File: src/rtl/cache_policy_pkg.sv
// constants shared by the cache policy controller and the tag sram model
// assumes one 10 MHz clock, synchronous active-high reset
package cache_policy_pkg;

    // register offsets in the extended setup space
    localparam logic [11:0] MEM_SETUP_OFFSET   = 12'h180;
    localparam logic [11:0] BANK0_WINDOW_OFFSET = 12'h184;
    localparam logic [11:0] BANK1_WINDOW_OFFSET = 12'h185;
    localparam logic [11:0] BANK2_WINDOW_OFFSET = 12'h186;
    localparam logic [11:0] BANK3_WINDOW_OFFSET = 12'h187;

    // memory setup register fields
    localparam int CACHE_NORMAL_BIT = 0;
    localparam logic [7:0] MEM_SETUP_RESET    = 8'h00;
    localparam logic [7:0] BANK_WINDOW_RESET  = 8'h00;

    // address layout for a 256 kbyte cache over 16 mbyte of dram
    localparam int INDEX_LO = 2;
    localparam int INDEX_HI = 17;
    localparam int TAG_LO   = 18;
    localparam int TAG_HI   = 23;
    localparam int INDEX_W  = INDEX_HI - INDEX_LO + 1;
    localparam int TAG_W    = TAG_HI - TAG_LO + 1;

    // each bank window is in 1 mbyte units: bank n covers window..window+size-1
    localparam int WINDOW_SHIFT = 20;
    localparam logic [7:0] BANK_SPAN_MB = 8'h04;

    typedef enum logic [2:0] {
        CYC_CPU     = 3'h1,
        CYC_DMA     = 3'h2,
        CYC_CHANNEL = 3'h4
    } master_t;

endpackage

File: src/rtl/tag_compare.sv
// bit-for-bit compare of stored tag against address tag
// assumes stored tag is valid in the cycle it is presented
`timescale 1ns/1ps
module tag_compare #(
    parameter int TAG_W = 6
) (
    input  wire logic [TAG_W-1:0] stored_tag_i,
    input  wire logic [TAG_W-1:0] addr_tag_i,
    output logic                  hit_o
);
    // any single differing bit makes a miss
    assign hit_o = (stored_tag_i == addr_tag_i);
endmodule

File: src/rtl/cache_policy.sv
// per-cycle cache policy decision for a direct-mapped write-through cache
// assumes one request per cycle, request inputs synchronous to clk_i, tag sram read combinationally
// Operation
// - only dram inside enabled bank windows is cached; io, channel slave and other cycles bypass.
// - cpu read hit returns cache data; a miss reads dram and refills line and tag.
// - cpu or dma write hit writes cache and dram; a miss writes dram only with no allocation.
// - dma read hit is served by cache; a miss reads dram and leaves cache and tag alone.
// - channel master reads always come from dram; writes go to dram and also cache on hit.
// - reset leaves the cache in forced-miss mode since tags start invalid.
// - forced-miss sends all accesses to dram; cpu reads still refill, writes leave the cache.
// - address bits 2..17 index the line and bits 18..23 form the tag.
// - hit only when every stored tag bit matches the address tag.
// - write hits update only enabled byte lanes; a refill replaces all four bytes.
`timescale 1ns/1ps
module cache_policy (
    input  wire logic                                  clk_i,
    input  wire logic                                  reset_i,
    // processor side request
    input  wire logic                                  req_valid_i,
    input  wire logic [2:0]                            req_master_i,
    input  wire logic                                  req_mem_i,
    input  wire logic                                  req_write_i,
    input  wire logic [31:0]                           req_addr_i,
    input  wire logic [3:0]                            req_be_i,
    // setup register port
    input  wire logic                                  reg_wr_i,
    input  wire logic                                  reg_rd_i,
    input  wire logic [11:0]                           reg_addr_i,
    input  wire logic [7:0]                            reg_wdata_i,
    output logic      [7:0]                            reg_rdata_o,
    // external tag sram
    input  wire logic [cache_policy_pkg::TAG_W-1:0]    tag_rdata_i,
    output logic      [cache_policy_pkg::INDEX_W-1:0]  line_index_o,
    output logic      [cache_policy_pkg::TAG_W-1:0]    tag_wdata_o,
    output logic                                       tag_wr_o,
    // data sram and dram controls
    output logic      [3:0]                            cache_wr_o,
    output logic                                       cache_rd_o,
    output logic                                       dram_rd_o,
    output logic      [3:0]                            dram_wr_o,
    output logic                                       hit_o,
    output logic                                       forced_miss_o
);

    logic [7:0] setup_q;
    logic [7:0] window_q [4];
    logic       tag_match;
    logic       in_window;
    logic [3:0] bank_hit;
    logic [7:0] addr_mb;

    // register access
    always_ff @(posedge clk_i) begin
        if (reset_i) begin
            setup_q <= cache_policy_pkg::MEM_SETUP_RESET;
        end else if (reg_wr_i && reg_addr_i == cache_policy_pkg::MEM_SETUP_OFFSET) begin
            setup_q <= reg_wdata_i;
        end
    end

    genvar g;
    generate
        for (g = 0; g < 4; g++) begin : g_bank
            always_ff @(posedge clk_i) begin
                if (reset_i) begin
                    window_q[g] <= cache_policy_pkg::BANK_WINDOW_RESET;
                end else if (reg_wr_i &&
                             reg_addr_i == cache_policy_pkg::BANK0_WINDOW_OFFSET + 12'(g)) begin
                    window_q[g] <= reg_wdata_i;
                end
            end
            // bank covers a fixed span of mbytes from its window base
            assign bank_hit[g] = (window_q[g] != 8'h00 || g == 0) &&
                                 addr_mb >= window_q[g] &&
                                 {1'b0, addr_mb} < {1'b0, window_q[g]} + 9'(cache_policy_pkg::BANK_SPAN_MB);
        end
    endgenerate

    assign addr_mb = req_addr_i[cache_policy_pkg::WINDOW_SHIFT +: 8];

    wire [cache_policy_pkg::INDEX_W-1:0] addr_index =
        req_addr_i[cache_policy_pkg::INDEX_HI:cache_policy_pkg::INDEX_LO];
    wire [cache_policy_pkg::TAG_W-1:0]   addr_tag   =
        req_addr_i[cache_policy_pkg::TAG_HI:cache_policy_pkg::TAG_LO];

    wire [7:0] reg_rd_mux =
        (reg_addr_i == cache_policy_pkg::MEM_SETUP_OFFSET)    ? setup_q :
        (reg_addr_i == cache_policy_pkg::BANK0_WINDOW_OFFSET) ? window_q[0] :
        (reg_addr_i == cache_policy_pkg::BANK1_WINDOW_OFFSET) ? window_q[1] :
        (reg_addr_i == cache_policy_pkg::BANK2_WINDOW_OFFSET) ? window_q[2] :
        (reg_addr_i == cache_policy_pkg::BANK3_WINDOW_OFFSET) ? window_q[3] : 8'h00;

    tag_compare #(
        .TAG_W(cache_policy_pkg::TAG_W)
    ) u_cmp (
        .stored_tag_i (tag_rdata_i),
        .addr_tag_i   (addr_tag),
        .hit_o        (tag_match)
    );

    // decision
    wire normal     = setup_q[cache_policy_pkg::CACHE_NORMAL_BIT];
    assign in_window = |bank_hit;
    wire cacheable  = req_valid_i && req_mem_i && in_window;
    wire is_cpu     = req_master_i == 3'(cache_policy_pkg::CYC_CPU);
    wire is_dma     = req_master_i == 3'(cache_policy_pkg::CYC_DMA);
    wire is_chan    = req_master_i == 3'(cache_policy_pkg::CYC_CHANNEL);
    wire hit        = cacheable && normal && tag_match;
    wire rd         = req_valid_i && !req_write_i;
    wire wr         = req_valid_i && req_write_i;

    wire read_cache = rd && hit && (is_cpu || is_dma);
    wire refill     = rd && cacheable && is_cpu && !hit;
    wire wr_hit     = wr && hit && (is_cpu || is_dma || is_chan);
    wire [3:0] cwr_d = refill ? 4'hf : (wr_hit ? req_be_i : 4'h0);
    wire       drd_d = rd && req_mem_i && !read_cache;
    wire [3:0] dwr_d = (wr && req_mem_i) ? req_be_i : 4'h0;

    // register read data, zero when idle or unmapped
    always_ff @(posedge clk_i) begin
        if (reset_i) begin
            reg_rdata_o <= 8'h00;
        end else begin
            reg_rdata_o <= reg_rd_i ? reg_rd_mux : 8'h00;
        end
    end

    // sram index and tag follow every cycle's address
    always_ff @(posedge clk_i) begin
        if (reset_i) begin
            line_index_o <= '0;
            tag_wdata_o  <= '0;
        end else begin
            line_index_o <= addr_index;
            tag_wdata_o  <= addr_tag;
        end
    end

    // strobes and status
    always_ff @(posedge clk_i) begin
        if (reset_i) begin
            tag_wr_o      <= 1'b0;
            cache_wr_o    <= 4'h0;
            cache_rd_o    <= 1'b0;
            dram_rd_o     <= 1'b0;
            dram_wr_o     <= 4'h0;
            hit_o         <= 1'b0;
            forced_miss_o <= 1'b1;
        end else begin
            tag_wr_o      <= refill;
            cache_wr_o    <= cwr_d;
            cache_rd_o    <= read_cache;
            dram_rd_o     <= drd_d;
            dram_wr_o     <= dwr_d;
            hit_o         <= hit;
            forced_miss_o <= !normal;
        end
    end

    // checks
    reset_forced_a: assert property (@(posedge clk_i) $past(reset_i) |-> forced_miss_o)
        else $error("not in forced-miss after reset");
    mode_track_a: assert property (@(posedge clk_i) disable iff (reset_i)
        1'b1 |=> forced_miss_o == !$past(normal))
        else $error("forced-miss flag does not follow mode");
    io_bypass_a: assert property (@(posedge clk_i) disable iff (reset_i)
        (req_valid_i && !req_mem_i) |=> (cache_wr_o == 4'h0 && !cache_rd_o && !tag_wr_o))
        else $error("io cycle touched cache");
    io_dram_a: assert property (@(posedge clk_i) disable iff (reset_i)
        (req_valid_i && !req_mem_i) |=> !dram_rd_o && dram_wr_o == 4'h0)
        else $error("io cycle touched dram");
    window_bypass_a: assert property (@(posedge clk_i) disable iff (reset_i)
        (req_valid_i && !in_window) |=> (!cache_rd_o && !tag_wr_o && cache_wr_o == 4'h0))
        else $error("out-of-window cycle touched cache");
    forced_dram_a: assert property (@(posedge clk_i) disable iff (reset_i)
        (!normal && req_valid_i && req_mem_i) |=> !cache_rd_o && !hit_o)
        else $error("forced-miss served from cache");
    forced_write_a: assert property (@(posedge clk_i) disable iff (reset_i)
        (!normal && wr) |=> (cache_wr_o == 4'h0 && !tag_wr_o))
        else $error("forced-miss write touched cache");
    chan_read_a: assert property (@(posedge clk_i) disable iff (reset_i)
        (rd && is_chan && req_mem_i) |=> dram_rd_o && !cache_rd_o && !tag_wr_o)
        else $error("channel read not from dram");
    chan_write_a: assert property (@(posedge clk_i) disable iff (reset_i)
        (wr && is_chan && hit) |=> cache_wr_o == $past(req_be_i) && dram_wr_o == $past(req_be_i))
        else $error("channel write hit missed cache or dram");
    write_noalloc_a: assert property (@(posedge clk_i) disable iff (reset_i)
        (wr && !hit) |=> (cache_wr_o == 4'h0 && !tag_wr_o))
        else $error("write miss allocated");
    dram_write_a: assert property (@(posedge clk_i) disable iff (reset_i)
        (wr && req_mem_i) |=> dram_wr_o == $past(req_be_i))
        else $error("memory write did not reach dram");
    dma_miss_a: assert property (@(posedge clk_i) disable iff (reset_i)
        (rd && is_dma && !hit) |=> !tag_wr_o && cache_wr_o == 4'h0)
        else $error("dma miss updated cache");
    dma_hit_a: assert property (@(posedge clk_i) disable iff (reset_i)
        (rd && is_dma && hit) |=> cache_rd_o && !dram_rd_o)
        else $error("dma read hit not from cache");
    refill_full_a: assert property (@(posedge clk_i) disable iff (reset_i)
        tag_wr_o |-> cache_wr_o == 4'hf && dram_rd_o)
        else $error("refill strobes incomplete");
    tag_out_a: assert property (@(posedge clk_i) disable iff (reset_i)
        tag_wr_o |-> tag_wdata_o == $past(addr_tag))
        else $error("refill tag not from address");
    cpu_hit_a: assert property (@(posedge clk_i) disable iff (reset_i)
        (rd && is_cpu && hit) |=> cache_rd_o && !dram_rd_o)
        else $error("cpu read hit not from cache");
    cpu_refill_a: assert property (@(posedge clk_i) disable iff (reset_i)
        (rd && is_cpu && cacheable && !hit) |=> tag_wr_o && dram_rd_o && !cache_rd_o)
        else $error("cpu read miss did not refill");
    write_lanes_a: assert property (@(posedge clk_i) disable iff (reset_i)
        (wr_hit) |=> cache_wr_o == $past(req_be_i))
        else $error("write hit lanes wrong");
    lane_match_a: assert property (@(posedge clk_i) disable iff (reset_i)
        wr_hit |=> dram_wr_o == cache_wr_o)
        else $error("write hit lanes differ between cache and dram");
    index_out_a: assert property (@(posedge clk_i) disable iff (reset_i)
        req_valid_i |=> line_index_o == $past(addr_index))
        else $error("line index not from address");
    tag_exact_a: assert property (@(posedge clk_i) disable iff (reset_i)
        hit |-> tag_rdata_i == req_addr_i[23:18])
        else $error("hit with tag mismatch");
    hit_flag_a: assert property (@(posedge clk_i) disable iff (reset_i)
        hit_o |-> $past(tag_rdata_i) == $past(addr_tag))
        else $error("hit reported with tag mismatch");

endmodule

File: config.mk
export PLATFORM = sky130hd
export DESIGN_NAME = cache_policy
export DESIGN_NICKNAME = d
export VERILOG_FILES = /design/src/rtl/cache_policy_pkg.sv /design/src/rtl/tag_compare.sv /design/src/rtl/cache_policy.sv
export SDC_FILE = /design/constraint.sdc
export NUM_CORES = 1
export LEC_CHECK = 0
export BUFFER_PORTS_ARGS = -buffer_cell sky130_fd_sc_hd__buf_2
export CORE_MARGIN = 1.5
export CORE_UTILIZATION = 35
export DETAILED_ROUTE_END_ITERATION = 12
export SLEW_MARGIN = 25
export SYNTH_ARGS = -nofsm -noshare
export SYNTH_HDL_FRONTEND = slang
export SYNTH_SLANG_ARGS = --single-unit
File: constraint.sdc
create_clock -name clk_i -period 2.7 [get_ports clk_i]
set_input_delay 0.135 -clock clk_i [delete_from_list [all_inputs] [get_ports clk_i]]
set_output_delay 0.135 -clock clk_i [all_outputs]
set_load 0.005 [all_outputs]
# --- Yosys cells after proc, flatten, opt, wreduce, memory -nomap -nowiden ---
# Memories as Yosys holds them, arrays and structs flattened.
# Index checks and enable logic that the tools add are counted.
# Widths: inputs -> output; s select.
word_totals:
  regBits: 51
  ram_bits: 32
  elab_cells: 104
  n_memories: 1
  output_inout_bits: 43
  input_bits: 72
classes:
  reduce_logical: 40
  n_bitwise: 6
  eq_ne: 9
  muxes: 25
  order_cmp: 8
  n_addsub: 4
mem_list:
  columns: ["name", "depth", "word_bits", "read_ports", "rd_clocked_by_memory_dff", "wr", "line_no", "rtl"]
  rows:
  - ["window_q", 4, 8, 4, 0, 4, "cache_policy.sv:46", "logic [7:0] window_q [4];"]
op_table:
  columns: ["op", "n"]
  rows:
  - ["$mux 8", 9]
  - ["$eq 12x9->1 const B", 5]
  - ["$add 8x3->9 const B", 4]
  - ["$lt 8x9->1", 4]
  - ["$ge 8x8->1", 4]
  - ["$logic_and 1x1->1", 28]
  - ["$reduce_bool 8->1", 3]
  - ["$mux 1", 14]
  - ["$mux 4", 2]
  - ["$eq 6x6->1", 1]
  - ["$logic_not 1->1", 4]
  - ["$or 1x1->1", 4]
  - ["$reduce_or 2->1", 2]
  - ["$reduce_or 4->1", 1]
  - ["$eq 3x1->1 const B", 1]
  - ["$eq 3x2->1 const B", 1]
  - ["$eq 3x3->1 const B", 1]
  - ["$logic_or 1x1->1", 2]
  - ["$not 1->1", 2]

# --- Logic depth before layout (Yosys ltp) ---
depth:
  ltp_word: 11
  ltp_mapped: 10
  mapped_depth_nobuf: 10

# --- By module ---
# Synthesis repeated with hierarchy kept, for this count alone.
hier_totals:
  hier_cells: 474
  area_unflattened_um2: 4785.8
modules_own_cells:
  columns: ["mod", "cells_per_inst", "instances", "seq_area_each_um2", "area_each_um2"]
  rows:
  - ["cache_policy", 466, 1, 1981.9, 4717.0]
  - ["tag_compare", 8, 1, 0.0, 68.8]

# --- Worst setup path before layout ---
# OpenSTA, ideal clock, no wires.
synth_path:
  path_kind: "register -> register"
  start: "memory window_q[3][2]"
  end: "register dram_rd_o"
  n_path_buf: 0
  stages_incl_launch_ff: 11
  period_less_slack_ps: 2405
  setup_time_ps: 125
  slack_ps: 295
  required_ps: 2575
  t_arrival_ps: 2280
  path_cell_list: "edfxtp_1 ha_1 and3_1 xnor2_1 ha_1 a21o_1 a21oi_1 o21ai_1 a211oi_2 nor4_4 o41a_1"
synth_rtl:
  columns: ["item", "line_no", "rtl"]
  rows:
  - ["start: declaration", "cache_policy.sv:46", null]
  - ["end signal: assignment", "cache_policy.sv:153", "dram_rd_o <= drd_d;"]
  - ["end: declaration", "cache_policy.sv:39", "output logic dram_rd_o,"]

==> results <==
- The startpoint kind of the worst setup timing path is a flop.
- The library cell used most frequently in the layout, excluding fill and tap cells, is sky130_fd_sc_hd__buf_2.
- The synthesized net count is 631.
- STA puts the critical path data required time at 2910 ps.
- For this configuration, the core starts out at a cell density of 35.8%.
- Hold is met by 7.81 ps.
- The number of antenna violations at the first check in global routing is 0.
- The cell leakage power is 0.00272 uW.
- The routed design could run at a clock period as short as 2550 ps.
- Entering global routing, the biggest net connects 42 pins.
- The placeable core area is 13,900 um2.
- The final layout contains routed wiring with a total length of approximately 13,000 um.
- The number of levels the H-tree was split into is 3.
- The TritonCTS buffer count is 9.
- The relative area change from synthesis to final layout is 23.5%.
- The worst setup path is of the reg2reg kind.
- The tool flagged a number of max-cap violations equal to 0.
- The final cycle utilization of the critical path is a little over nine tenths.
- The worst-case setup margin in the final layout is 153 ps.
- The worst register-to-register path has a setup slack of between 150 and 200 ps.
- The reg-to-reg startpoint is window_q[0][3]$_SDFFCE_PN0P_.
- The most critical setup path has its startpoint at window_q[0][3]$_SDFFCE_PN0P_.
- The top cell types in the final layout, fill and taps aside, are sky130_fd_sc_hd__buf_2 (108), sky130_fd_sc_hd__ha_1 (62), sky130_fd_sc_hd__dfxtp_1 (51), sky130_fd_sc_hd__inv_1 (38), sky130_fd_sc_hd__and2_1 (36).
- The die covers 14,900 um2.
- The worst voltage drop across the vdd grid is 0.295 mV.
- In the synthesized netlist, the number of instances is slightly below 500.
- The total global routing overflow is 0.
- Detailed placement finished with a half-perimeter wire length of 10,200 um.
- The worst setup path is captured at a flop.
- The detail route stage leaves a number of antenna-violating nets equal to 0.
- In the synthesized netlist the dominant register cell turns out to be sky130_fd_sc_hd__dfxtp_1.
- Routability-driven placement finished with a final weighted congestion of just under 0.9.
- The path category of the worst min-delay check is in2reg.
- The worst relative slew slack is roughly half.
- The insertion delay to the later sink of the worst-skew pair is 340 ps.
- The number of setup violations in the final report is 0.
- In this run the most critical hold path is launched from req_addr_i[11].
- The clock tree buffer depth is 2.
- The fmax is 393 MHz.
- The overall die height is 122 um.
- The number of buffer cells added on primary ports is around 110.
- The detailed-routing iteration count for the pre-antenna-repair pass is 4.
- The count of unresolved DRC violations after routing is 0.
- The slew of the pin with the lowest slew margin is 778 ps.
- The post-placement setup slack is 137 ps.
- Synthesis instantiated 61 different standard cells from the library.
- TritonCTS built the clock tree.
- The average vias per placed instance is 5.10.
- The mean cell area of the mapped netlist is 10.0 um2.
- The final net count is between 700 and 800.
- Across every metal layer, demand over resource in global routing totals 17.9%.
- For this run, the number of Yosys warnings is 0.
- The site row count is 43.
- Registers take roughly 2000 um2.
- The cell sitting at the root of the clock tree is a sky130_fd_sc_hd__clkbuf_16.
- The register bit count reported by yosys is 83.
- In this run, the number of DRC markers left after iteration 0 of detailed routing was 148.
- The largest driver fanout on the critical path is 8.
- In this run the count of I/O pins placed on the die edge is 115.
- The area of the multi-input gates is around 2800 um2.
- The run finished with clean final reports.
- Counting flops with an async set or reset pin after synthesis yields a share of 0%.
- The die outline width is 122 um.
- The clock-pin slew on the worst setup and hold paths is 60 ps.
- The number of slew-limit violations in the final report is 0.
- The sequential share of the synthesized area is 39.9%.
- The design draws 3040 uW.
- Across all layers, the routed design uses 4,123 vias.
- The filler cells instantiated in the layout total 1,351.
- The first-pass GRT wire length is just over 20,000 um.
- The data arrival time at the worst-slack endpoint is approximately 2800 ps.
- The synthesized netlist occupies a cell area of 4970 um2.
- In this run the power density over the cells is 495 nW/um2.
- The clock drives 83 sinks.
- After detailed routing, the average wire length per cell comes to 16.1 um.
- The via count of the first global-routing pass is 4,013.
- The synthesized design contains 32 enable-type register cells.
- In the final layout, the share of cells above drive strength 1 is roughly a quarter.
- The final hold violation count is 0.
- The clock arrives with 6.02 ps of skew.
- The repair_antennas step left the layout with diodes totalling 0.
==> cell usage after synthesis (3+ instances only) <==
master / number / share of area, %
sky130_fd_sc_hd__ha_1: 63 / 16
sky130_fd_sc_hd__dfxtp_1: 51 / 21
sky130_fd_sc_hd__inv_1: 38 / 2.9
sky130_fd_sc_hd__and2_1: 36 / 4.5
sky130_fd_sc_hd__edfxtp_1: 32 / 19
sky130_fd_sc_hd__a21oi_1: 28 / 2.8
sky130_fd_sc_hd__nand3_1: 26 / 2.6
sky130_fd_sc_hd__nand2_1: 25 / 1.9
sky130_fd_sc_hd__nor2b_1: 24 / 3.0
sky130_fd_sc_hd__xnor2_1: 20 / 3.5
sky130_fd_sc_hd__nor3_1: 16 / 1.6
sky130_fd_sc_hd__nor2_1: 15 / 1.1
sky130_fd_sc_hd__o21ai_0: 15 / 1.5
sky130_fd_sc_hd__a21o_1: 11 / 1.7
sky130_fd_sc_hd__a22oi_1: 8 / 1.2
sky130_fd_sc_hd__a31oi_1: 8 / 1.0
sky130_fd_sc_hd__o21ai_1: 8 / 0.81
sky130_fd_sc_hd__clkbuf_1: 5 / 0.38
sky130_fd_sc_hd__a211oi_1: 4 / 0.60
sky130_fd_sc_hd__xor2_1: 4 / 0.71
sky130_fd_sc_hd__and3_1: 3 / 0.38
sky130_fd_sc_hd__nand4_1: 3 / 0.38
sky130_fd_sc_hd__nor2_4: 3 / 0.68
sky130_fd_sc_hd__nor3_2: 3 / 0.60
sky130_fd_sc_hd__nor3b_1: 3 / 0.45
sky130_fd_sc_hd__o2111ai_1: 3 / 0.53
==> area by class of cell <==
type                    count  area share [%]
clock buffers              10            3.73
clock inverters             6           0.795
inverters                  39            2.39
multi-input cells         368            46.1
flip-flops and latches     83            32.3
well taps                 180            3.67
repair buffers            123            11.0
==> stage by stage <==
| stage | util, % | setup TNS, ps | std cells | cell area, um2 |
|---|---|---|---|---|
| final | 44.2 | 0 | 809 | 6130 |
| after global routing | 44.2 | -4.56 | 809 | 6130 |
| after CTS | 44.0 | 0 | 807 | 6110 |
| after detailed placement | 41.4 | 0 | 782 | 5740 |
| after global placement | 41.4 | 0 | 782 | 5740 |
| after floorplan | - | 0 | 496 | 4970 |
==> power by group <==
part | total, uW | internal (uW) | switching, uW
Combinational | 491 | 220 | 272
Sequential | 1380 | 1340 | 35.5
Clock | 1170 | 633 | 535
Total | 3040 | 2200 | 842
==> cells by family after synthesis <==
family                   Yosys count  synth area share, %
XOR/XNOR                          24                 4.23
AO/OA/AOI/OAI                    100                 13.5
AND/OR/NAND/NOR                  181                 23.1
buffers and inverters             45                 3.42
adder cells (fa/ha/maj)           63                 15.9
flip-flops                        83                 39.9
==> layer usage <==
metal  GRT usage (%)  share of wire, %  vias to the layer above
met5               0                 0                        -
met4            6.69               1.4                        0
met2            29.8                50                       96
li1                -                 -                     2047
met3            2.29               4.2                       16
met1            23.6                45                     1964
==> worst paths after layout <==
path,to,depth (start not counted)
max,cache_wr_o[2]$_SDFF_PP0_,10
min,line_index_o[9]$_SDFF_PP0_,2
max reg2reg,cache_wr_o[2]$_SDFF_PP0_,10
min reg2reg,setup_q[7]$_SDFFE_PP0P_,2
==> flip-flops by register name, indices dropped and copies added, names as in the netlist <==
signal	cells
line_index_o	16
forced_miss_o	1
reg_rdata_o	8
hit_o	1
dram_rd_o	1
setup_q	8
tag_wr_o	1
cache_rd_o	1
cache_wr_o	4
tag_wdata_o	6
dram_wr_o	4
window_q	32
==> repair_timing <==
item | CTS | global route
endpoints found under the hold margin | 9 | 0
gates resized for setup | 0 | 3
hold buffers | 9 | 0
setup endpoints to repair | 0 | 4
buffers inserted | 0 | 2
==> worst max-delay path, stage by stage, from the launching register on <==
cell	delay (ps)
sky130_fd_sc_hd__edfxtp_1	450
sky130_fd_sc_hd__ha_1	280
sky130_fd_sc_hd__nand3_1	110
sky130_fd_sc_hd__xnor2_1	150
sky130_fd_sc_hd__ha_1	310
sky130_fd_sc_hd__a21o_1	110
sky130_fd_sc_hd__a21oi_1	80
sky130_fd_sc_hd__a32oi_1	210
sky130_fd_sc_hd__a21oi_2	110
sky130_fd_sc_hd__nor4_4	500
sky130_fd_sc_hd__nor3_1	110
Power figures use the tool's default switching activity.
